[src/rtl/pattern_pkg.sv]
// package: register map, field positions and codes of the channel pattern
// generator and detector; assumes an 8-bit register bus per channel
package pattern_pkg;
  // register offsets
  localparam logic [7:0] OFS_ERR_CTRL = 8'h0E;
  localparam logic [7:0] OFS_GEN_CTRL = 8'h10;
  localparam logic [7:0] OFS_DET_CTRL = 8'h11;
  localparam logic [7:0] OFS_ARB_LOW = 8'h12;
  localparam logic [7:0] OFS_ARB_MID = 8'h13;
  localparam logic [7:0] OFS_ARB_HIGH = 8'h14;
  localparam logic [7:0] OFS_IB_LEN = 8'h15;
  localparam logic [7:0] OFS_IB_CODE = 8'h16;
  // reset values
  localparam logic [7:0] RST_GEN_CTRL = 8'h00;
  localparam logic [7:0] RST_DET_CTRL = 8'h03;
  localparam logic [7:0] RST_ARB = 8'h55;
  localparam logic [7:0] RST_ERR_CTRL = 8'h00;
  localparam logic [7:0] RST_IB_LEN = 8'h01;
  localparam logic [7:0] RST_IB_CODE = 8'h01;
  // writable bit masks, reserved bits read zero
  localparam logic [7:0] MSK_GEN_CTRL = 8'h7F;
  localparam logic [7:0] MSK_DET_CTRL = 8'h0F;
  localparam logic [7:0] MSK_ERR_CTRL = 8'h3C;
  localparam logic [7:0] MSK_IB_LEN = 8'h3F;
  // field positions
  localparam int GEN_CK_BIT = 6;
  localparam int GEN_EN_LSB = 4;
  localparam int GEN_POS_BIT = 3;
  localparam int GEN_INV_BIT = 2;
  localparam int SEQ_SEL_LSB = 0;
  localparam int DET_POS_BIT = 3;
  localparam int DET_INV_BIT = 2;
  localparam int SINGLE_ERROR_INSERT_BIT = 5;
  localparam int ERROR_COUNT_SOURCE_LSB = 2;
  localparam int IB_GEN_LEN_LSB = 4;
  // codes
  typedef enum logic [1:0] {
    GEN_OFF = 2'b00,
    GEN_PRBS = 2'b01,
    GEN_ARB = 2'b10,
    GEN_INBAND = 2'b11
  } gen_mode_t;
  localparam logic [1:0] SEQ_QRSS = 2'h0;
  localparam logic [1:0] SEQ_P15 = 2'h1;
  localparam logic [1:0] DET_ARB = 2'h3;
  localparam logic [2:0] CNT_PATTERN = 3'h7;
  localparam logic [4:0] ARB_TOP = 5'h17;
  localparam logic [2:0] IB_MIN_TOP = 3'h4;
  // shift register taps (zero based) and zero run limit
  localparam int QRSS_TAP_A = 19;
  localparam int QRSS_TAP_B = 16;
  localparam int P15_TAP_A = 14;
  localparam int P15_TAP_B = 13;
  localparam int P11_TAP_A = 10;
  localparam int P11_TAP_B = 8;
  localparam int QRSS_ZERO_RUN = 14;
endpackage

[src/rtl/line_test_pattern.sv]
// channel test pattern generator and detector with its control registers
// assumes path clocks and data are synchronous inputs, one bit per rising edge
//
// Overview of operation
// - rx generation clock: reference or recovered
// - tx generation clock: reference or transmit clock
// - enable field: off, prbs, arbitrary, inband
// - direction bit: 0 transmit, 1 receive
// - generator invert flips prbs and arbitrary
// - prbs selector: qrss, fifteen, eleven stage
// - detect from receive (0) or transmit (1)
// - detector invert flips data before compare
// - detector selector: qrss, 15, 11, arbitrary
// - 24-bit arbitrary pattern, bit 23 first
// - one arbitrary pattern for both ends
// - rising error insert adds one error to prbs or arbitrary, self-clears
// - counter source 111 counts detector mismatches
// - inband code repeats, bit 0 last
`timescale 1ns/10ps
module line_test_pattern (
  // system
  input wire logic sys_clk,
  input wire logic rstn,
  // register port
  input wire logic [7:0] reg_addr,
  input wire logic [7:0] reg_wdata,
  input wire logic reg_wr,
  input wire logic reg_rd,
  output logic [7:0] reg_rdata,
  // clocks seen as ordinary inputs
  input wire logic local_reference_clock,
  input wire logic rx_recovered_clock,
  input wire logic transmit_clock_input,
  input wire logic tx_rz_recovered_clock,
  input wire logic tx_rz_mode,
  // path data for detection
  input wire logic rx_data_in,
  input wire logic tx_data_in,
  // generated data into the paths
  output logic tx_gen_data,
  output logic tx_gen_active,
  output logic rx_gen_data,
  output logic rx_gen_active,
  // mismatch pulse to the error counter
  output logic error_count_pulse
);
  typedef struct packed {
    logic [7:0] gen_ctrl; // pattern_gen_control
    logic [7:0] det_ctrl; // pattern_detect_control
    logic [7:0] arb_low; // arbitrary_pattern_low
    logic [7:0] arb_mid; // arbitrary_pattern_mid
    logic [7:0] arb_high; // arbitrary_pattern_high
    logic [7:0] err_ctrl; // error insert and counter source
    logic [7:0] ib_len; // inband code lengths
    logic [7:0] ib_code; // inband generation code
    logic [7:0] rdata; // read data, one cycle after the strobe
    logic err_armed; // error waits for the next generated bit
    logic [4:0] arb_idx; // generator position in the arbitrary pattern
    logic [2:0] ib_idx; // generator position in the inband code
    logic [4:0] det_idx; // detector position in the arbitrary pattern
    logic gen_bit; // last generated bit
    logic tx_data;
    logic tx_active;
    logic rx_data;
    logic rx_active;
    logic err_pulse;
  } top_state_t;
  top_state_t st, next_st;

  // clock edges
  logic ref_tick; // local reference edge
  logic rx_tick; // recovered receive clock edge
  logic tclk_tick; // transmit clock input edge
  logic rz_tick; // clock recovered from the dual rail inputs
  logic tx_tick; // transmit clock as the line mode picks it
  logic gen_tick; // generator steps on this cycle
  logic det_tick; // detector samples on this cycle
  // decoded controls
  pattern_pkg::gen_mode_t gen_mode;
  logic gen_ck, gen_pos, gen_inv, det_pos, det_inv, single_error_insert;
  logic [1:0] gen_sel, det_sel;
  logic [2:0] error_count_source, ib_top;
  logic [23:0] arbitrary_pattern;
  // generator and detector internals
  logic gen_pred, det_pred, det_bit, expected, raw_bit, out_bit;
  logic insert_now;

  // step an index down and wrap to the top
  function automatic logic [4:0] count_down(input logic [4:0] idx, input logic [4:0] top);
    count_down = (idx == 5'h00) ? top : idx - 5'h01;
  endfunction

  // pick one bit of the arbitrary pattern, guarding the index range
  function automatic logic arb_bit(input logic [23:0] pat, input logic [4:0] idx);
    arb_bit = (idx > pattern_pkg::ARB_TOP) ? 1'b0 : pat[idx];
  endfunction

  edge_strobe ref_edge (
    .sys_clk(sys_clk),
    .rstn(rstn),
    .level_in(local_reference_clock),
    .rise(ref_tick)
  );
  edge_strobe rx_edge (
    .sys_clk(sys_clk),
    .rstn(rstn),
    .level_in(rx_recovered_clock),
    .rise(rx_tick)
  );
  edge_strobe tclk_edge (
    .sys_clk(sys_clk),
    .rstn(rstn),
    .level_in(transmit_clock_input),
    .rise(tclk_tick)
  );
  edge_strobe rz_edge (
    .sys_clk(sys_clk),
    .rstn(rstn),
    .level_in(tx_rz_recovered_clock),
    .rise(rz_tick)
  );

  // field decode
  always_comb begin
    gen_ck = st.gen_ctrl[pattern_pkg::GEN_CK_BIT];
    gen_mode = pattern_pkg::gen_mode_t'(st.gen_ctrl[pattern_pkg::GEN_EN_LSB +: 2]);
    gen_pos = st.gen_ctrl[pattern_pkg::GEN_POS_BIT];
    gen_inv = st.gen_ctrl[pattern_pkg::GEN_INV_BIT];
    gen_sel = st.gen_ctrl[pattern_pkg::SEQ_SEL_LSB +: 2];
    det_pos = st.det_ctrl[pattern_pkg::DET_POS_BIT];
    det_inv = st.det_ctrl[pattern_pkg::DET_INV_BIT];
    det_sel = st.det_ctrl[pattern_pkg::SEQ_SEL_LSB +: 2];
    single_error_insert = st.err_ctrl[pattern_pkg::SINGLE_ERROR_INSERT_BIT];
    error_count_source = st.err_ctrl[pattern_pkg::ERROR_COUNT_SOURCE_LSB +: 3];
    ib_top = pattern_pkg::IB_MIN_TOP + {1'b0, st.ib_len[pattern_pkg::IB_GEN_LEN_LSB +: 2]};
    arbitrary_pattern = {st.arb_high, st.arb_mid, st.arb_low};
  end

  // clock choice for the generator and the detector
  always_comb begin
    tx_tick = tx_rz_mode ? rz_tick : tclk_tick;
    if (!gen_ck) begin
      gen_tick = ref_tick;
    end else if (gen_pos) begin
      gen_tick = rx_tick;
    end else begin
      gen_tick = tx_tick;
    end
    det_tick = det_pos ? tx_tick : rx_tick;
    det_bit = (det_pos ? tx_data_in : rx_data_in) ^ det_inv;
  end

  // generator sequence; selector only matters in prbs mode
  prbs_shift gen_shift (
    .sys_clk(sys_clk),
    .rstn(rstn),
    .seq_sel(gen_sel),
    .shift_en(gen_tick && gen_mode == pattern_pkg::GEN_PRBS),
    .shift_bit(gen_pred),
    .predicted(gen_pred)
  );

  // detector learns the sequence from the incoming stream
  prbs_shift det_shift (
    .sys_clk(sys_clk),
    .rstn(rstn),
    .seq_sel(det_sel),
    .shift_en(det_tick),
    .shift_bit(det_bit),
    .predicted(det_pred)
  );

  // next bit of the generator and the expected detector bit
  always_comb begin
    insert_now = 1'b0;
    case (gen_mode)
      pattern_pkg::GEN_PRBS: begin
        raw_bit = gen_pred;
        insert_now = st.err_armed;
        out_bit = raw_bit ^ gen_inv ^ insert_now;
      end
      pattern_pkg::GEN_ARB: begin
        raw_bit = arb_bit(arbitrary_pattern, st.arb_idx);
        insert_now = st.err_armed;
        out_bit = raw_bit ^ gen_inv ^ insert_now;
      end
      pattern_pkg::GEN_INBAND: begin
        raw_bit = st.ib_code[st.ib_idx];
        out_bit = raw_bit;
      end
      default: begin
        raw_bit = 1'b0;
        out_bit = 1'b0;
      end
    endcase
    if (det_sel == pattern_pkg::DET_ARB) begin
      expected = arb_bit(arbitrary_pattern, st.det_idx);
    end else begin
      expected = det_pred;
    end
  end

  // register writes, reads and pattern stepping
  always_comb begin
    next_st = st;
    next_st.err_pulse = 1'b0;
    // generator step on its clock edge
    if (gen_tick && gen_mode != pattern_pkg::GEN_OFF) begin
      next_st.gen_bit = out_bit;
      if (gen_mode == pattern_pkg::GEN_ARB) begin
        next_st.arb_idx = count_down(st.arb_idx, pattern_pkg::ARB_TOP);
      end
      if (gen_mode == pattern_pkg::GEN_INBAND) begin
        next_st.ib_idx = 3'(count_down({2'b00, st.ib_idx}, {2'b00, ib_top}));
      end
      if (insert_now) begin
        next_st.err_armed = 1'b0;
        next_st.err_ctrl[pattern_pkg::SINGLE_ERROR_INSERT_BIT] = 1'b0;
      end
    end
    // restart the arbitrary and inband positions while generation is off
    if (gen_mode == pattern_pkg::GEN_OFF) begin
      next_st.arb_idx = pattern_pkg::ARB_TOP;
      next_st.ib_idx = ib_top;
    end
    // path placement, follows the control every cycle
    next_st.tx_active = (gen_mode != pattern_pkg::GEN_OFF) && !gen_pos;
    next_st.rx_active = (gen_mode != pattern_pkg::GEN_OFF) && gen_pos;
    next_st.tx_data = next_st.tx_active ? next_st.gen_bit : 1'b0;
    next_st.rx_data = next_st.rx_active ? next_st.gen_bit : 1'b0;
    // detector compare on its clock edge
    if (det_tick) begin
      next_st.det_idx = count_down(st.det_idx, pattern_pkg::ARB_TOP);
      next_st.err_pulse = (det_bit != expected) && error_count_source == pattern_pkg::CNT_PATTERN;
    end
    // software writes; a write lands after any hardware clear
    if (reg_wr) begin
      case (reg_addr)
        pattern_pkg::OFS_GEN_CTRL: next_st.gen_ctrl = reg_wdata & pattern_pkg::MSK_GEN_CTRL;
        pattern_pkg::OFS_DET_CTRL: next_st.det_ctrl = reg_wdata & pattern_pkg::MSK_DET_CTRL;
        pattern_pkg::OFS_ARB_LOW: next_st.arb_low = reg_wdata;
        pattern_pkg::OFS_ARB_MID: next_st.arb_mid = reg_wdata;
        pattern_pkg::OFS_ARB_HIGH: next_st.arb_high = reg_wdata;
        pattern_pkg::OFS_IB_LEN: next_st.ib_len = reg_wdata & pattern_pkg::MSK_IB_LEN;
        pattern_pkg::OFS_IB_CODE: next_st.ib_code = reg_wdata;
        pattern_pkg::OFS_ERR_CTRL: begin
          next_st.err_ctrl = reg_wdata & pattern_pkg::MSK_ERR_CTRL;
          if (reg_wdata[pattern_pkg::SINGLE_ERROR_INSERT_BIT] && !single_error_insert) begin
            next_st.err_armed = 1'b1;
          end
        end
        default: begin
          next_st.err_armed = next_st.err_armed; // unmapped: ignored
        end
      endcase
    end
    // read data for the cycle after the strobe, zero elsewhere
    next_st.rdata = 8'h00;
    if (reg_rd) begin
      case (reg_addr)
        pattern_pkg::OFS_GEN_CTRL: next_st.rdata = st.gen_ctrl;
        pattern_pkg::OFS_DET_CTRL: next_st.rdata = st.det_ctrl;
        pattern_pkg::OFS_ARB_LOW: next_st.rdata = st.arb_low;
        pattern_pkg::OFS_ARB_MID: next_st.rdata = st.arb_mid;
        pattern_pkg::OFS_ARB_HIGH: next_st.rdata = st.arb_high;
        pattern_pkg::OFS_IB_LEN: next_st.rdata = st.ib_len;
        pattern_pkg::OFS_IB_CODE: next_st.rdata = st.ib_code;
        pattern_pkg::OFS_ERR_CTRL: next_st.rdata = st.err_ctrl;
        default: next_st.rdata = 8'h00;
      endcase
    end
  end

  // register the state
  always_ff @(posedge sys_clk) begin
    if (!rstn) begin
      st <= '0;
      st.gen_ctrl <= pattern_pkg::RST_GEN_CTRL;
      st.det_ctrl <= pattern_pkg::RST_DET_CTRL;
      st.arb_low <= pattern_pkg::RST_ARB;
      st.arb_mid <= pattern_pkg::RST_ARB;
      st.arb_high <= pattern_pkg::RST_ARB;
      st.err_ctrl <= pattern_pkg::RST_ERR_CTRL;
      st.ib_len <= pattern_pkg::RST_IB_LEN;
      st.ib_code <= pattern_pkg::RST_IB_CODE;
      st.arb_idx <= pattern_pkg::ARB_TOP;
      st.det_idx <= pattern_pkg::ARB_TOP;
    end else begin
      st <= next_st;
    end
  end

  // outputs straight from flops
  assign reg_rdata = st.rdata;
  assign tx_gen_data = st.tx_data;
  assign tx_gen_active = st.tx_active;
  assign rx_gen_data = st.rx_data;
  assign rx_gen_active = st.rx_active;
  assign error_count_pulse = st.err_pulse;
endmodule

[src/rtl/edge_strobe.sv]
// rising edge detector for a clock that arrives as an ordinary input
// assumes the input is synchronous to sys_clk and slower than half its rate
`timescale 1ns/10ps
module edge_strobe (
  // system
  input wire logic sys_clk,
  input wire logic rstn,
  // sampled level and its edge
  input wire logic level_in,
  output logic rise
);
  typedef struct packed {
    logic last; // level seen one cycle ago
  } strobe_state_t;
  strobe_state_t st, next_st;

  // remember the level; a pulse when it goes from low to high
  always_comb begin
    next_st = st;
    next_st.last = level_in;
  end

  assign rise = level_in & ~st.last;

  // register the state
  always_ff @(posedge sys_clk) begin
    if (!rstn) begin
      st <= '0;
    end else begin
      st <= next_st;
    end
  end
endmodule

[src/rtl/prbs_shift.sv]
// pseudo-random sequence shift register with tap selection
// shift_bit is what went out (generator) or came in (checker), so the same
// logic predicts the next bit in both roles
`timescale 1ns/10ps
module prbs_shift #(
  parameter int WIDTH = 20
) (
  // system
  input wire logic sys_clk,
  input wire logic rstn,
  // sequence choice: 0 qrss, 1 fifteen stage, else eleven stage
  input wire logic [1:0] seq_sel,
  // history update
  input wire logic shift_en,
  input wire logic shift_bit,
  // bit the sequence calls for next
  output logic predicted
);
  typedef struct packed {
    logic [WIDTH-1:0] hist; // last bits of the stream, newest in bit 0
  } shift_state_t;
  shift_state_t st, next_st;
  logic raw; // feedback before zero limiting

  // pick taps; qrss forces a one after a run of zeros
  always_comb begin
    raw = 1'b0;
    predicted = 1'b0;
    case (seq_sel)
      pattern_pkg::SEQ_QRSS: begin
        raw = st.hist[pattern_pkg::QRSS_TAP_A] ^ st.hist[pattern_pkg::QRSS_TAP_B];
        predicted = raw | (st.hist[pattern_pkg::QRSS_ZERO_RUN-1:0] == '0);
      end
      pattern_pkg::SEQ_P15: begin
        predicted = st.hist[pattern_pkg::P15_TAP_A] ^ st.hist[pattern_pkg::P15_TAP_B];
      end
      default: begin
        predicted = st.hist[pattern_pkg::P11_TAP_A] ^ st.hist[pattern_pkg::P11_TAP_B];
      end
    endcase
  end

  // shift in the stream bit
  always_comb begin
    next_st = st;
    if (shift_en) begin
      next_st.hist = {st.hist[WIDTH-2:0], shift_bit};
    end
  end

  // register; all ones so the sequence starts at once
  always_ff @(posedge sys_clk) begin
    if (!rstn) begin
      st <= '1;
    end else begin
      st <= next_st;
    end
  end
endmodule

[config.mk]
export PLATFORM = sky130hd
export DESIGN_NAME = line_test_pattern
export DESIGN_NICKNAME = d
export VERILOG_FILES = /design/src/rtl/pattern_pkg.sv /design/src/rtl/line_test_pattern.sv /design/src/rtl/edge_strobe.sv /design/src/rtl/prbs_shift.sv
export SDC_FILE = /design/constraint.sdc
export NUM_CORES = 1
export LEC_CHECK = 0
export BUFFER_PORTS_ARGS = -buffer_cell sky130_fd_sc_hd__buf_2
export CAP_MARGIN = 20
export CELL_PAD_IN_SITES_DETAIL_PLACEMENT = 0
export CELL_PAD_IN_SITES_GLOBAL_PLACEMENT = 1
export CORE_ASPECT_RATIO = 0.8
export CORE_MARGIN = 10
export CORE_UTILIZATION = 42
export DETAILED_ROUTE_END_ITERATION = 10
export PLACE_DENSITY = 0.86
export SLEW_MARGIN = 20
export SYNTH_ARGS = -nofsm -noshare
export SYNTH_HDL_FRONTEND = slang
export SYNTH_SLANG_ARGS = --single-unit
[constraint.sdc]
create_clock -name sys_clk -period 2.1 [get_ports sys_clk]
set_clock_uncertainty 0.15 [all_clocks]
set_input_delay 0.21 -clock sys_clk [delete_from_list [all_inputs] [get_ports sys_clk]]
set_output_delay 0.21 -clock sys_clk [all_outputs]
set_load 0.01 [all_outputs]
**Word level (Yosys, flattened, before mapping)**

Cells that the tools add are included.

- Output and inout bits: 13
- Latch bits: 0
- Register bits after elaboration: 125
- Memory bits (writable): 0
- ROM bits: 0
- Memories: 0
- Input port bits: 27

- Reductions and logical operators: 35
- Bitwise logic cells: 22
- Divide/modulo/power cells: 0
- Multipliers: 0
- Equality and inequality tests: 16
- Muxes and demuxes: 37
- Shift operators: 0
- Add/subtract/negate cells: 4
- Magnitude comparators: 5

Operators by type and width:

| operator | number |
|---|---|
| 8-bit case mux with 8 select lines | 1 |
| 8-bit by 5-bit == test with 1-bit output (second input constant) | 7 |
| 14-bit zero test | 2 |
| 2-bit AND reduction | 14 |
| 22-bit 2-to-1 mux | 1 |
| 1-bit 2-to-1 mux | 19 |
| 5-bit 2-to-1 mux | 3 |
| 5-bit by 6-bit less-than comparator with 1-bit output (second input constant) | 2 |
| 6-bit 2-to-1 mux | 2 |
| 1-bit XOR | 11 |
| 1-bit binary-select mux with 5-bit select | 2 |
| 5-bit > comparator (second input constant) | 2 |
| 5-bit zero test | 2 |
| 5-bit by 1-bit subtractor with 5-bit output (second input constant) | 2 |
| 3-bit 2-to-1 mux | 3 |
| 9-bit 2-to-1 mux | 1 |
| 8-bit by 4-bit == test with 1-bit output (second input constant) | 1 |
| 8-bit 2-to-1 mux | 1 |
| 2-bit by 1-bit == test with 1-bit output (second input constant) | 3 |
| 2-bit == test (second input constant) | 3 |
| 1-bit logical AND | 6 |
| 2-bit zero test | 3 |
| 2-bit nonzero test | 3 |
| 1-bit NOT | 5 |
| other kinds (13) | 20 |

**Depth between registers and ports, before layout**

Gate-level depths: netlist (run 1).

- Depth after elaboration: 10
- Mapped depth: 9
- Mapped depth without buffers: 8

**Hierarchy**

Synthesis (run 1) repeated with hierarchy kept, for this count alone.

- Cells, all modules: 661
- Area total of the unflattened synthesis: 6,057.1 µm²

By module, submodules not included:

| module | times used | cells an instance | area an instance (µm²) |
|---|---|---|---|
| line_test_pattern | 1 | 499 | 4,320.4 |
| prbs_shift | 2 | 75 | 788.3 |
| edge_strobe | 4 | 3 | 40.0 |

**Least setup slack after synthesis (run 1)**

OpenSTA, ideal clock, no wires.

- Path kind: flip-flop to flip-flop
- Start: register st[14] in the netlist's numbering
- End: register st (netlist bit rx_gen_data)
- Arrival: 1.854 ns
- Cell stages (with the launch flop): 8
- Period minus slack after synthesis: 2.135 ns
- Setup slack: -0.035 ns
- Cell sequence: dfxtp_1 > buf_2 > mux4_2 > nand2_1 > o21ai_0 > a2111oi_2 > o32a_1 > a21boi_0

- Word-level cells in the longest chain between the ends: 7
- Elaborated cells on any way between the ends: 8
- Classes of those cells: order compare (1); mux (5); bitwise (2)

RTL lines:

| item | RTL line | RTL |
|---|---|---|
| start, declared | line_test_pattern.sv:68 | `top_state_t st, next_st;` |
| start signal, assigned | line_test_pattern.sv:289 | `st <= next_st;` |
| 1-bit binary-select mux with 5-bit select | line_test_pattern.sv:95 | `arb_bit = (idx > pattern_pkg::ARB_TOP) ? 1'b0 : pat[idx];` |
| 1-bit 2-to-1 mux (not written as such) | line_test_pattern.sv:95 |  |
| 1-bit 2-to-1 mux * | line_test_pattern.sv:95 |  |
| 1-bit XOR * (2 in a row) | line_test_pattern.sv:185 | `out_bit = raw_bit ^ gen_inv ^ insert_now;` |
| 1-bit case mux with 3 select lines * | line_test_pattern.sv:176 | `case (gen_mode)` |
| 1-bit 2-to-1 mux * | line_test_pattern.sv:208 | `if (gen_tick && gen_mode != pattern_pkg::GEN_OFF) begin` |

Mark *: on every way between the ends. The rest lies on a longest branch, timed or not. The select of a mux whose other input is x is not followed.
A chain may end at the register's enable or synchronous reset.

**Worst setup path in the final report (run 1)**

- Start: register st (netlist bit gen_pos)
- End: register st[12] in the netlist's numbering

- Word-level cells in the longest chain between the ends: 5

RTL lines:

| item | RTL line | RTL |
|---|---|---|
| 1-bit 2-to-1 mux | line_test_pattern.sv:144 | `end else if (gen_pos) begin` |
| 1-bit 2-to-1 mux | line_test_pattern.sv:142 | `if (!gen_ck) begin` |
| 1-bit logical AND | line_test_pattern.sv:208 |  |
| 2-bit nonzero test (no source line) | -- |  |
| 2-bit AND reduction (no source line) | -- |  |

Every way passes these cells.

==> metrics.md, run 1 <==
| Metric | Value |
|---|---|
| Run status | `finished clean` |
| Post-synthesis sequential area ratio | `41.2%` |
| FF-to-FF path depth | `7` |
| Drt total wl | `17.2 mm` |
| Starting Density | `42.7%` |
| Maximum operating frequency | `490 MHz` |
| Antenna violations before repair | `1` |
| Buffers on Ports | `39` |
| Half-perimeter wire length after placement | `12.4 mm` |
| Data arrival at the endpoint of the critical path | `2.21 ns` |
| Post-Syn Nets | `740` |
| Die width | `155 µm` |
| CTS Root Buffer Type | `clkbuf_16` |
| Worst-case register-to-register setup slack | `0.06 ns` |
| GR met1 Demand/Resource | `22.6%` |
| CTS tree | `done` |
| Global-route wire length before repair | `27.5 mm` |
| Smallest setup slack after layout | `0.0603 ns` |
| Slowest cell on the critical path | `or4b_4` |
| Actual slew at the worst max-slew pin | `0.506 ns` |
| Ys Warns | `0` |
| Clock period minus final worst setup slack | `2.04 ns` |
| Worst path buffer plus inverter count | `1` |
| Max-cap check violation count | `0` |
| Class of the tightest hold or removal check | `in2reg` |
| Category of the critical setup timing path | `reg2reg` |
| Post-Place Worst Slack | `-0.108 ns` |
| Per-instance average area after synthesis | `8.65 µm²` |
| Hold Path Depth | `3` |
| Area added between synthesis and finish | `24.5%` |
| Proportion of synthesized flip-flops having asynchronous set or reset | `0%` |
| Crit start category | `flop` |
| Final Hold Fails | `0` |
| Placer's final routability congestion estimate | `0.939` |
| Unrepaired setup endpoints after global routing | `true` |
| Routing usage on met3 | `4.80%` |
| Drt pass-1 iters | `6` |
| Clk Latency, worst-skew pair | `0.43 ns` |
| Instance count on the critical path | `7` |
| Delay of the slowest critical-path stage | `0.54 ns` |
| Nets | `812` |
| LEAKAGE | `0.00313 µW` |
| Launch instance of the worst register-to-register path | `gen_pos` |
| Critical path destination | `st[12]` |
| # rows | `39` |
| Number of vias after detailed routing | `5438` |
| Gr ovfl total | `0` |
| Largest net degree at the start of global routing | `79` |
| Core ar. | `0.0142 mm²` |
| Biggest fanout along the worst timing path | `7` |
| Total of fill cells in the finished design | `1264` |
| Clock input transition at the sequential cells of the worst setup and hold paths | `0.06 ns` |
| Maximum buffer depth of the clock tree | `2` |
| Synthesized netlist cell count | `703` |
| Reg-to-reg endpoint | `st[12]` |
| Share of the cycle needed by the critical path after routing | `97.1%` |
| Die span in y | `128 µm` |
| Count of different cell masters after synthesis | `56` |
| Number of failing setup endpoints in the final timing report | `0` |
| Sinks on Clock Net | `125` |
| Max-slew headroom | `66.2%` |
| Met2 track demand over resource in global routing | `26.2%` |
| Vias per inst | `5.59` |
| Number of synthesized register bits | `125` |
| Total routing resource utilization after global routing | `17.3%` |
| Total chip power | `5940 µW` |
| Nature of the critical path endpoint | `flop` |
| Post-detailed-route wirelength per cell | `17.7 µm` |
| Remaining design rule violation count | `0` |
| Fraction of final layout cells with drive strength greater than 1 | `21.7%` |
| Critical path origin | `gen_pos` |
| Largest delay share family, worst path | `simple AND/OR/NAND/NOR gates` |
| Primary FF master, synth | `dfxtp_1` |
| Routing layer with the top usage in global route | `met2` |
| Synthesized cell area | `0.00608 mm²` |
| Number of nets still failing antenna checks after routing | `0` |
| Count of pins over their slew limit | `0` |
| Via count of the first global-routing pass | `5246` |
| Ordered list of cells on the worst path | `or4b_4 > o2111ai_4 > buf_6 > a41oi_1 > nor2_1 > a31oi_1 > o221a_2` |
| Io pins | `40` |
| VDD IR-drop max | `0.515 mV` |
| Iteration-0 DRC Markers | `555` |
| Number of buffers added by the clock tree synthesis step | `17` |
| Power density cells | `785 mW/mm²` |
| Overall die area | `0.0197 mm²` |
| Max H-tree Level | `4` |
| Count of flip-flops with a built-in enable after synthesis | `0` |
| Required arrival time at the worst endpoint | `2.27 ns` |
-- routing by layer --
layer / vias to the layer above / routed length, µm
li1: 2607 / -
met1: 2537 / 7560
met2: 256 / 7490
met3: 38 / 1700
met4: 0 / 426
met5: - / 0
-- area by class of cell --
class | instances | area (µm²) | area share, %
Timing Repair Buffer | 104 | 776 | 10.2
Antenna cell | 1 | 2.50 | 0.0331
Inverter | 15 | 56.3 | 0.744
Tap cell | 184 | 230 | 3.04
Clock buffer | 19 | 443 | 5.85
Sequential cell | 125 | 2510 | 33.2
Clock inverter | 13 | 188 | 2.48
Multi-Input combinational cell | 512 | 3360 | 44.4
-- timing repair --
action,4_1_cts,5_1_grt
setup buffers,0,3
pin swaps,1,7
hold endpoints to repair,32,0
hold buffers,12,0
endpoints found under the setup margin,3,7
gates resized for setup,9,20
-- flip-flops by register name, indices dropped and copies added, names as in the netlist, 2 cells and up --
name                count
arbitrary_pattern      24
det_sel                 2
error_count_source      3
reg_rdata               8
st                     29
gen_sel                 2
gen_shift.st           20
det_shift.st           20
gen_mode                2
-- report_power, final --
part           internal, µW  switching (µW)
registers              2410            29.5
logic                   148             194
clock network          2020            1140
-- worst min path at each step --
| stage | endpoint | startpoint |
|---|---|---|
| after floorplan | ref_edge.st | local_reference_clock |
| after global placement | ref_edge.st | local_reference_clock |
| after detailed placement | ref_edge.st | local_reference_clock |
| after CTS | arbitrary_pattern[8] | reg_wdata[0] |
| after global routing | arbitrary_pattern[0] | reg_wdata[0] |
| final | arbitrary_pattern[0] | reg_wdata[0] |
-- through the flow --
stage          setup TNS (ns)  utilization [%]  hold WS, ns  instance area [µm²]  cells
6_report                    0             53.1       0.0259                 7570    973
5_1_grt              -0.00674             53.1       0.0181                 7570    973
4_1_cts                     0             52.6      0.00569                 7490    972
3_5_place_dp           -0.320             47.1        0.287                 6710    928
3_3_place_gp          -0.0567             47.1        0.278                 6710    928
2_1_floorplan               0                -        0.182                 6080    703
-- cell usage after synthesis (2+ instances only) --
| library cell | count | area share, % |
|---|---|---|
| nand4b_1 | 2 | 0.29 |
| a21boi_2 | 4 | 0.74 |
| mux2i_1 | 36 | 5.9 |
| a41oi_1 | 3 | 0.43 |
| inv_1 | 15 | 0.93 |
| buf_2 | 10 | 0.82 |
| o21ai_0 | 11 | 0.91 |
| clkbuf_1 | 30 | 1.9 |
| nand3_1 | 76 | 6.3 |
| a22oi_1 | 16 | 2.0 |
| a21boi_0 | 35 | 4.3 |
| ha_1 | 10 | 2.1 |
| nand2b_1 | 5 | 0.51 |
| nor2b_1 | 9 | 0.93 |
| xor2_1 | 10 | 1.4 |
| nor2_1 | 29 | 1.8 |
| nand3b_1 | 4 | 0.49 |
| and2_1 | 7 | 0.72 |
| mux2_2 | 4 | 0.74 |
| xnor2_1 | 4 | 0.58 |
| mux4_2 | 12 | 4.4 |
| nand2_1 | 159 | 9.8 |
| o211ai_1 | 3 | 0.37 |
| buf_4 | 8 | 0.99 |
| a21oi_1 | 10 | 0.82 |
| and3_1 | 2 | 0.21 |
| o221a_2 | 2 | 0.37 |
| buf_1 | 2 | 0.12 |
| nand4_1 | 3 | 0.31 |
| nand2_2 | 4 | 0.41 |
| a22o_1 | 5 | 0.72 |
| a31oi_1 | 9 | 0.93 |
| nor3b_1 | 6 | 0.74 |
| dfxtp_1 | 125 | 41 |
| nor4_1 | 7 | 0.72 |
| nor3_1 | 6 | 0.49 |
-- worst register-to-register path: cells and delay by family (launching register included) --
kind | cells | cell delay [ns]
buffers and inverters | 1 | 0.18
DFF | 1 | 0.36
AOI/OAI and AO/OA | 4 | 0.58
and+or+nand+nor | 2 | 0.68
-- logic make-up (layout without fill, tap and decap cells) --
kind of cell	after synthesis	count (layout)	share of synthesized area [%]
other	0	1	0
AND/OR/NAND/NOR	326	326	25.3
XOR/XNOR	14	14	2.02
buffers and inverters	66	151	4.90
flip-flops	125	125	41.2
AO/OA/AOI/OAI	110	110	13.5
adder cells (fa/ha/maj)	10	10	2.06
multiplexers	52	52	11.1
-- layout by cell type (no fill, tap or decap), types with 5 or more instances in the layout --
master | synthesis | layout
nand2_1 | 159 | 157
dfxtp_1 | 125 | 120
nand3_1 | 76 | 75
buf_4 | 8 | 49
buf_2 | 10 | 37
mux2i_1 | 36 | 35
a21boi_0 | 35 | 31
nor2_1 | 29 | 29
clkbuf_16 | 0 | 17
a22oi_1 | 16 | 16
inv_1 | 15 | 15
mux4_2 | 12 | 12
dlygate4sd3_1 | 0 | 12
xor2_1 | 10 | 10
a21oi_1 | 10 | 10
ha_1 | 10 | 10
o21ai_0 | 11 | 9
nor2b_1 | 9 | 9
a31oi_1 | 9 | 9
and2_1 | 7 | 7
nor3b_1 | 6 | 6
nand2_2 | 4 | 6
nor4_1 | 7 | 6
nand2b_1 | 5 | 5
a22o_1 | 5 | 5
(Power assumes the default switching activity.)
==> run 2: changes to the inputs <==
Settings changed: ABC_AREA from default to 1, CORE_UTILIZATION 42 to 40.
==> run 2 against run 1 <==
  * Global-route usage is 0.23 points lower
  * First-iteration DRC count increased by 5.0%
  * Register-to-register slack better by 0.16 ns
  * Die area rose by 2.0%
  * Cell count up 9.7%
  * Hold slack worse by 0.021 ns
  * Worst setup slack better by 0.13 ns
  * Non-clock buffer count down 41
==> metrics.md, run 2 <==
| Metric | Value |
|---|---|
| CTS Root Buffer Type | `clkbuf_16` |
| Post-Place Worst Slack | `0.242 ns (+0.350 ns)` |
| # rows | `39 (unchanged)` |
| Total routing resource utilization after global routing | `17.1% (-0.23 points)` |
| Most common library cell in the layout ignoring fill and taps | `nand2_1` |
| Smallest setup slack after layout | `0.193 ns (+0.133 ns)` |
| Number of synthesized register bits | `125 (unchanged)` |
| Count of different cell masters after synthesis | `41 (-27%)` |
| Biggest fanout along the worst timing path | `16 (+9)` |
| Class of the tightest hold or removal check | `in2reg` |
| Area added between synthesis and finish | `16.8%` |
| Reg-to-reg endpoint | `rx_gen_data` |
| Via count of the first global-routing pass | `5242 (-0.076%)` |
| Half-perimeter wire length after placement | `12.1 mm (-2.6%)` |
| Most repeated cell in the gate-level netlist after synthesis | `nand2_1` |
| Hold Path Depth | `3 (unchanged)` |
| Number of vias after detailed routing | `5528 (+1.7%)` |
| Number of buffers added by the clock tree synthesis step | `17 (unchanged)` |
| Post-synth top cells | `nand2_1, dfxtp_1, inv_1, a21oi_1, o21ai_0` |
| Die width | `156 µm (+1.0%)` |
| Data arrival at the endpoint of the critical path | `2.07 ns (-0.14 ns)` |
| Worst-case register-to-register setup slack | `0.22 ns (+0.16 ns)` |
| Max-cap check violation count | `0 (unchanged)` |
| Global-route wire length before repair | `27.4 mm (-0.25%)` |
| Post-Syn Nets | `860 (+16%)` |
| Per-instance average area after synthesis | `7.20 µm² (-17%)` |
| Die span in y | `129 µm (+0.98%)` |
| Library cell with the largest summed area after synthesis | `dfxtp_1` |
| Actual slew at the worst max-slew pin | `0.429 ns (-0.0770 ns)` |
| Drt pass-1 iters | `5 (-1)` |
| Buffers on Ports | `39 (unchanged)` |
| Worst Min Path Start | `rstn` |
| Post-route design area | `0.00692 mm² (-8.5%)` |
| Crit start category | `primary input` |
| Count of flip-flops with a built-in enable after synthesis | `0 (unchanged)` |
| Ordered list of cells on the worst path | `dlygate4sd3_1 > buf_2 > nand3b_1 > o31ai_2 > or2_2 > nand2_2 > clkinvlp_4 > nand4_1 > xor2_1 > nor2_1` |
| Drt total wl | `16.6 mm (-3.6%)` |
| Largest net degree at the start of global routing | `42 (-47%)` |
| Placer's final routability congestion estimate | `0.890 (-5.2%)` |
| Synthesized netlist cell count | `823 (+17%)` |
| Starting Density | `41.2% (-1.5 points)` |
| Post-synthesis sequential area ratio | `42.2% (+1.1 points)` |
| Placed Area | `0.00625 mm² (-6.9%)` |
| Setup TNS | `0 ns (unchanged)` |
| Io pins | `40 (unchanged)` |
| Sinks on Clock Net | `125 (unchanged)` |
| Slowest cell on the critical path | `dlygate4sd3_1` |
| Antenna violations before repair | `0 (-1)` |
| Primary FF master, synth | `dfxtp_1` |
| Final Hold Fails | `0 (unchanged)` |
| Most flops, register | `st` |
| Iteration-0 DRC Markers | `583 (+5.0%)` |
| Hold endpoint | `st[12]` |
| Nature of the critical path endpoint | `flop` |
| FF-to-FF path depth | `7 (unchanged)` |
| Most frequent cells in the layout | `nand2_1, dfxtp_1, inv_1` |
| Run status | `finished clean` |
| CTS tree | `done` |
| Number of failing setup endpoints in the final timing report | `0 (unchanged)` |
| Vias per inst | `5.18 (-7.3%)` |
| Synthesized cell area | `0.00593 mm² (-2.6%)` |
| Unrepaired setup endpoints after global routing | `false` |
| Max H-tree Level | `4 (unchanged)` |
| Area share of the leading cell type in the synthesized netlist | `42.2% (+1.1 points)` |
| Nets | `907 (+12%)` |
| LEAKAGE | `0.00321 µW (+2.6%)` |
| Count of pins over their slew limit | `0 (unchanged)` |
| Maximum buffer depth of the clock tree | `2 (unchanged)` |
| VDD IR-drop max | `0.648 mV (+26%)` |
| Ys Warns | `0 (unchanged)` |
| Proportion of synthesized flip-flops having asynchronous set or reset | `0% (unchanged)` |
| Fraction of final layout cells with drive strength greater than 1 | `12.3% (-9.4 points)` |
| Clk Latency, worst-skew pair | `0.42 ns (about the same)` |
| Top post-synthesis cells by area | `dfxtp_1, nand2_1, inv_1` |
| Maximum operating frequency | `524 MHz (+6.9%)` |
| Power density cells | `792 mW/mm² (+0.93%)` |
| N_diodes | `0 (-1)` |
| Number of nets still failing antenna checks after routing | `0 (unchanged)` |
| Category of the critical setup timing path | `in2reg` |
| Launch instance of the worst register-to-register path | `gen_mode[0]` |
| Clock input transition at the sequential cells of the worst setup and hold paths | `0.06 ns (about the same)` |
| Max-slew headroom | `71.4% (+5.2 points)` |
| Core ar. | `0.0144 mm² (+1.0%)` |
| Remaining design rule violation count | `0 (unchanged)` |
| Required arrival time at the worst endpoint | `2.27 ns (about the same)` |
| Post-detailed-route wirelength per cell | `15.5 µm (-12%)` |
| Number of flip-flops under the largest register name | `29 (unchanged)` |
| Delay of the slowest critical-path stage | `0.53 ns (about the same)` |
| Overall die area | `0.0201 mm² (+2.0%)` |
| Setup fix buffers added after clock tree synthesis | `0 (unchanged)` |
| Gr ovfl total | `0 (unchanged)` |
| Share of the cycle needed by the critical path after routing | `90.8% (-6.3 points)` |
| Clock period minus final worst setup slack | `1.91 ns (-0.133 ns)` |
-- run 2: critical path, delay by kind of cell --
family | cells | cell delay, ns
AO/OA/AOI/OAI | 1 | 0.08
XOR/XNOR | 1 | 0.16
buffers and inverters | 3 | 0.92
AND/OR/NAND/NOR | 5 | 0.68
-- run 2: through the flow --
| stage | util, % | cells | hold WS [ns] | total power [µW] |
|---|---|---|---|---|
| after floorplan | - | 823 | 0.153 | 2670 |
| after global placement | 43.4 | 1023 | 0.255 | 2780 |
| after detailed placement | 43.4 | 1023 | 0.258 | 2780 |
| after CTS | 48.1 | 1067 | 0.0000106 | 5520 |
| after global routing | 48.1 | 1067 | 0.0173 | 5680 |
| final | 48.1 | 1067 | 0.00518 | 5480 |
-- run 2: power breakdown --
part | leakage [µW] | total (µW) | internal (µW) | switching, µW
combinational | 0.00193 | 304 | 108 | 196
sequential | 0.00102 | 2440 | 2410 | 32.1
clock | 0.000267 | 2740 | 1560 | 1170
-- run 2: per-layer routing --
metal  vias up  track usage [%]  wire (µm)
met1      2508             23.6       8210
met4         0             5.71        262
met3        21             4.86       1180
li1       2830                -          -
met5         -                0          0
met2       169             25.0       6910
-- run 2: worst max path at each step --
stage	start	endpoint	slack [ns]	depth (start not counted)
finish	tx_rz_recovered_clock	st[9]	0.19	10
global placement	st[15]	rx_gen_data	0.27	12
floorplan	st[7]	st[10]	0.57	10
global route	transmit_clock_input	st[15]	0.06	11
detailed placement	st[15]	rx_gen_data	0.24	13
CTS	transmit_clock_input	st[9]	0.19	10
-- run 2: final cells by class --
type	instances	area, µm²
Fill cell	1411	7470
Multi-Input combinational cell	544	2790
Sequential cell	125	2500
Inverter	119	450
Clock buffer	19	443
Timing Repair Buffer	63	405
Tap cell	184	230
Clock inverter	13	106
-- run 2: cells by family (layout without fill, tap and decap cells) --
group / after synthesis / after routing / share of synthesized area (%)
buf+inv: 154 / 214 / 10.7
fa+ha+maj: 10 / 10 / 2.11
simple gates: 305 / 305 / 23.0
flops: 125 / 125 / 42.2
compound gates: 222 / 222 / 20.9
xor+xnor: 7 / 7 / 1.03
-- run 2: what timing repair did --
item | in CTS | in global routing
setup endpoints to repair | 0 | 1
hold endpoints to repair | 15 | 0
resized for setup | 0 | 1
hold buffers | 12 | 0
==> run 3: changes to the inputs <==
Settings changed: GPL_TIMING_DRIVEN from default to 0.
==> run 3 against run 2 <==
  * Sequential power barely moved
  * Combinational power rose by 6.6%
  * Critical path type unchanged
  * Core utilization rose by 0.58 points
  * Sequential cell count did not move
  * Count of clock-buffer cells in the layout rose by 5
  * Die area did not move
  * Critical path depth rose by 1
  * Global-route usage rose by 0.80 points
  * Hold slack improved by 0.014 ns
  * Sequential share of layout area fell by 0.43 points
==> metrics.md, run 3 (same netlist as run 2, synthesis figures left out) <==
| Metric | Value |
|---|---|
| Post-detailed-route wirelength per cell | `16.3 µm (+4.9%)` |
| LEAKAGE | `0.00328 µW (+2.2%)` |
| N_diodes | `0 (unchanged)` |
| Slowest cell on the critical path | `dlygate4sd3_1` |
| Register area | `0.00250 mm² (unchanged)` |
| Most used cell along the critical path | `a21oi_1` |
| Actual slew at the worst max-slew pin | `0.726 ns (+0.297 ns)` |
| Remaining design rule violation count | `0 (unchanged)` |
| Setup fix buffers added after clock tree synthesis | `0 (unchanged)` |
| Number of vias after detailed routing | `5778 (+4.5%)` |
| Required arrival time at the worst endpoint | `2.25 ns (-0.02 ns)` |
| Worst Min Path Start | `reg_wdata[5]` |
| Number of failing setup endpoints in the final timing report | `0 (unchanged)` |
| Area added between synthesis and finish | `18.3%` |
| Drt pass-1 iters | `5 (unchanged)` |
| Most flops, register | `st` |
| Starting Density | `41.2% (unchanged)` |
| Gr ovfl total | `0 (unchanged)` |
| Clock input transition at the sequential cells of the worst setup and hold paths | `0.05 ns (about the same)` |
| Half-perimeter wire length after placement | `13.1 mm (+8.3%)` |
| Largest net degree at the start of global routing | `17 (-60%)` |
| Hold Path Depth | `3 (unchanged)` |
| Power density cells | `793 mW/mm² (+0.11%)` |
| Overall die area | `0.0201 mm² (unchanged)` |
| Fin Hold WS | `0.0194 ns (+0.0143 ns)` |
| Largest delay share family, worst path | `buffers and inverters` |
| Iteration-0 DRC Markers | `605 (+3.8%)` |
| Delay of the slowest critical-path stage | `0.52 ns (about the same)` |
| Run status | `finished clean` |
| Biggest fanout along the worst timing path | `8 (-8)` |
| Clk Latency, worst-skew pair | `0.42 ns (about the same)` |
| Max-slew headroom | `51.6% (-20 points)` |
| Most common library cell in the layout ignoring fill and taps | `nand2_1` |
| Instance count on the critical path | `11 (+1)` |
| Maximum buffer depth of the clock tree | `2 (unchanged)` |
| CTS Root Buffer Type | `clkbuf_16` |
| Nature of the critical path endpoint | `flop` |
| Area of the multi-input gates | `0.00280 mm² (+0.45%)` |
| Die span in y | `129 µm (unchanged)` |
| Worst path buffer plus inverter count | `4 (+1)` |
| Max-cap check violation count | `0 (unchanged)` |
| # rows | `39 (unchanged)` |
| Number of nets still failing antenna checks after routing | `0 (unchanged)` |
| Data arrival at the endpoint of the critical path | `2.16 ns (+0.09 ns)` |
| Maximum operating frequency | `498 MHz (-4.9%)` |
| CTS tree | `done` |
| Most frequent cells in the layout | `nand2_1, dfxtp_1, inv_1` |
| Number of buffers added by the clock tree synthesis step | `17 (unchanged)` |
| Setup TNS | `0 ns (unchanged)` |
| Placer's final routability congestion estimate | `0.971 (+9.1%)` |
| Buffers on Ports | `38 (-2.6%)` |
| VDD IR-drop max | `0.490 mV (-24%)` |
| Crit start category | `primary input` |
| Io pins | `40 (unchanged)` |
| Total chip power | `5560 µW (+1.3%)` |
| Class of the tightest hold or removal check | `in2reg` |
| Count of pins over their slew limit | `0 (unchanged)` |
| Drt total wl | `17.7 mm (+6.7%)` |
| Share of the cycle needed by the critical path after routing | `95.5% (+4.7 points)` |
| Vias per inst | `5.33 (+2.8%)` |
| Die width | `156 µm (unchanged)` |
| Total of fill cells in the finished design | `1461 (+3.5%)` |
| Antenna violations before repair | `0 (unchanged)` |
| Nets | `926 (+2.1%)` |
| Via count of the first global-routing pass | `5298 (+1.1%)` |
| Unrepaired setup endpoints after global routing | `true` |
| Core ar. | `0.0144 mm² (unchanged)` |
| Fraction of final layout cells with drive strength greater than 1 | `12.5% (+0.20 points)` |
| Launch instance of the worst register-to-register path | `gen_mode[0]` |
| Number of flip-flops under the largest register name | `29 (unchanged)` |
| Final Hold Fails | `0 (unchanged)` |
| Max H-tree Level | `4 (unchanged)` |
| Ordered list of cells on the worst path | `dlygate4sd3_1 > buf_2 > inv_1 > o31ai_2 > a21oi_1 > nor2_2 > nand2_4 > nor2_4 > inv_2 > a21oi_1 > o21ai_1` |
| Sinks on Clock Net | `125 (unchanged)` |
| Clock period minus final worst setup slack | `2.01 ns (+0.0991 ns)` |
| FF-to-FF path depth | `7 (unchanged)` |
| Critical path origin | `transmit_clock_input` |
| Global-route wire length before repair | `28.3 mm (+3.1%)` |
| Category of the critical setup timing path | `in2reg` |
| Total routing resource utilization after global routing | `17.9% (+0.80 points)` |
[run 3: cell count changes in the layout (fill, tap and decap cells not counted), sizes merged]
cell	previous run	this run
clkbuf	19	36
clkinv	6	4
bufinv	0	2
inv	123	118
dlygate4sd3	12	10
buf	51	60
clkinvlp	3	2
[run 3: area by class of cell]
cell class / count / area share [%]
clock inverters: 7 / 1.29
clock buffers: 24 / 6.59
repair buffers: 48 / 4.14
inverters: 119 / 6.37
multi-input cells: 544 / 39.9
plain buffers: 34 / 2.68
flip-flops and latches: 125 / 35.7
well taps: 184 / 3.29
[run 3: metal layers]
layer / share of wire, % / vias up / GRT usage (%)
li1: - / 2886 / -
met1: 47 / 2645 / 24.9
met2: 41 / 218 / 25.6
met3: 11 / 29 / 5.79
met4: 1.6 / 0 / 5.43
met5: 0 / - / 0
[run 3: path summary, 6_finish.rpt]
kind	endpoint	slack (ns)
setup reg to reg	rx_gen_data	0.16
hold reg to reg	det_shift.st[18]	0.30
setup / recovery	st[15]	0.09
hold / removal	single_error_insert	0.02
[run 3: power by group]
group,total [µW],switching (µW),internal (µW)
clock network,2790,1030,1760
logic,324,218,106
registers,2440,24.6,2410
total,5560,1270,4280
[run 3: metrics by stage]
stage	utilization [%]	worst slack, ns	cells	area (µm²)
finish	48.7	0.0937	1085	7010
global route	48.7	-0.0170	1085	7010
CTS	48.6	0.0409	1086	7000
detailed placement	44.1	-0.0254	1045	6350
global placement	44.1	-0.0375	1045	6350
floorplan	-	0.568	823	5930
[run 3: what timing repair did]
item / in CTS / in global routing
hold buffers: 10 / 0
endpoints found under the setup margin: 0 / 22
gates resized for setup: 0 / 7
hold endpoints to repair: 12 / 0
[run 3: worst reg2reg max path, delay by kind of cell (launching register included)]
kind	cells	cell delay, ns
simple gates	2	0.53
buf+inv	3	0.42
flops	1	0.37
fa+ha+maj	1	0.31
compound gates	1	0.11
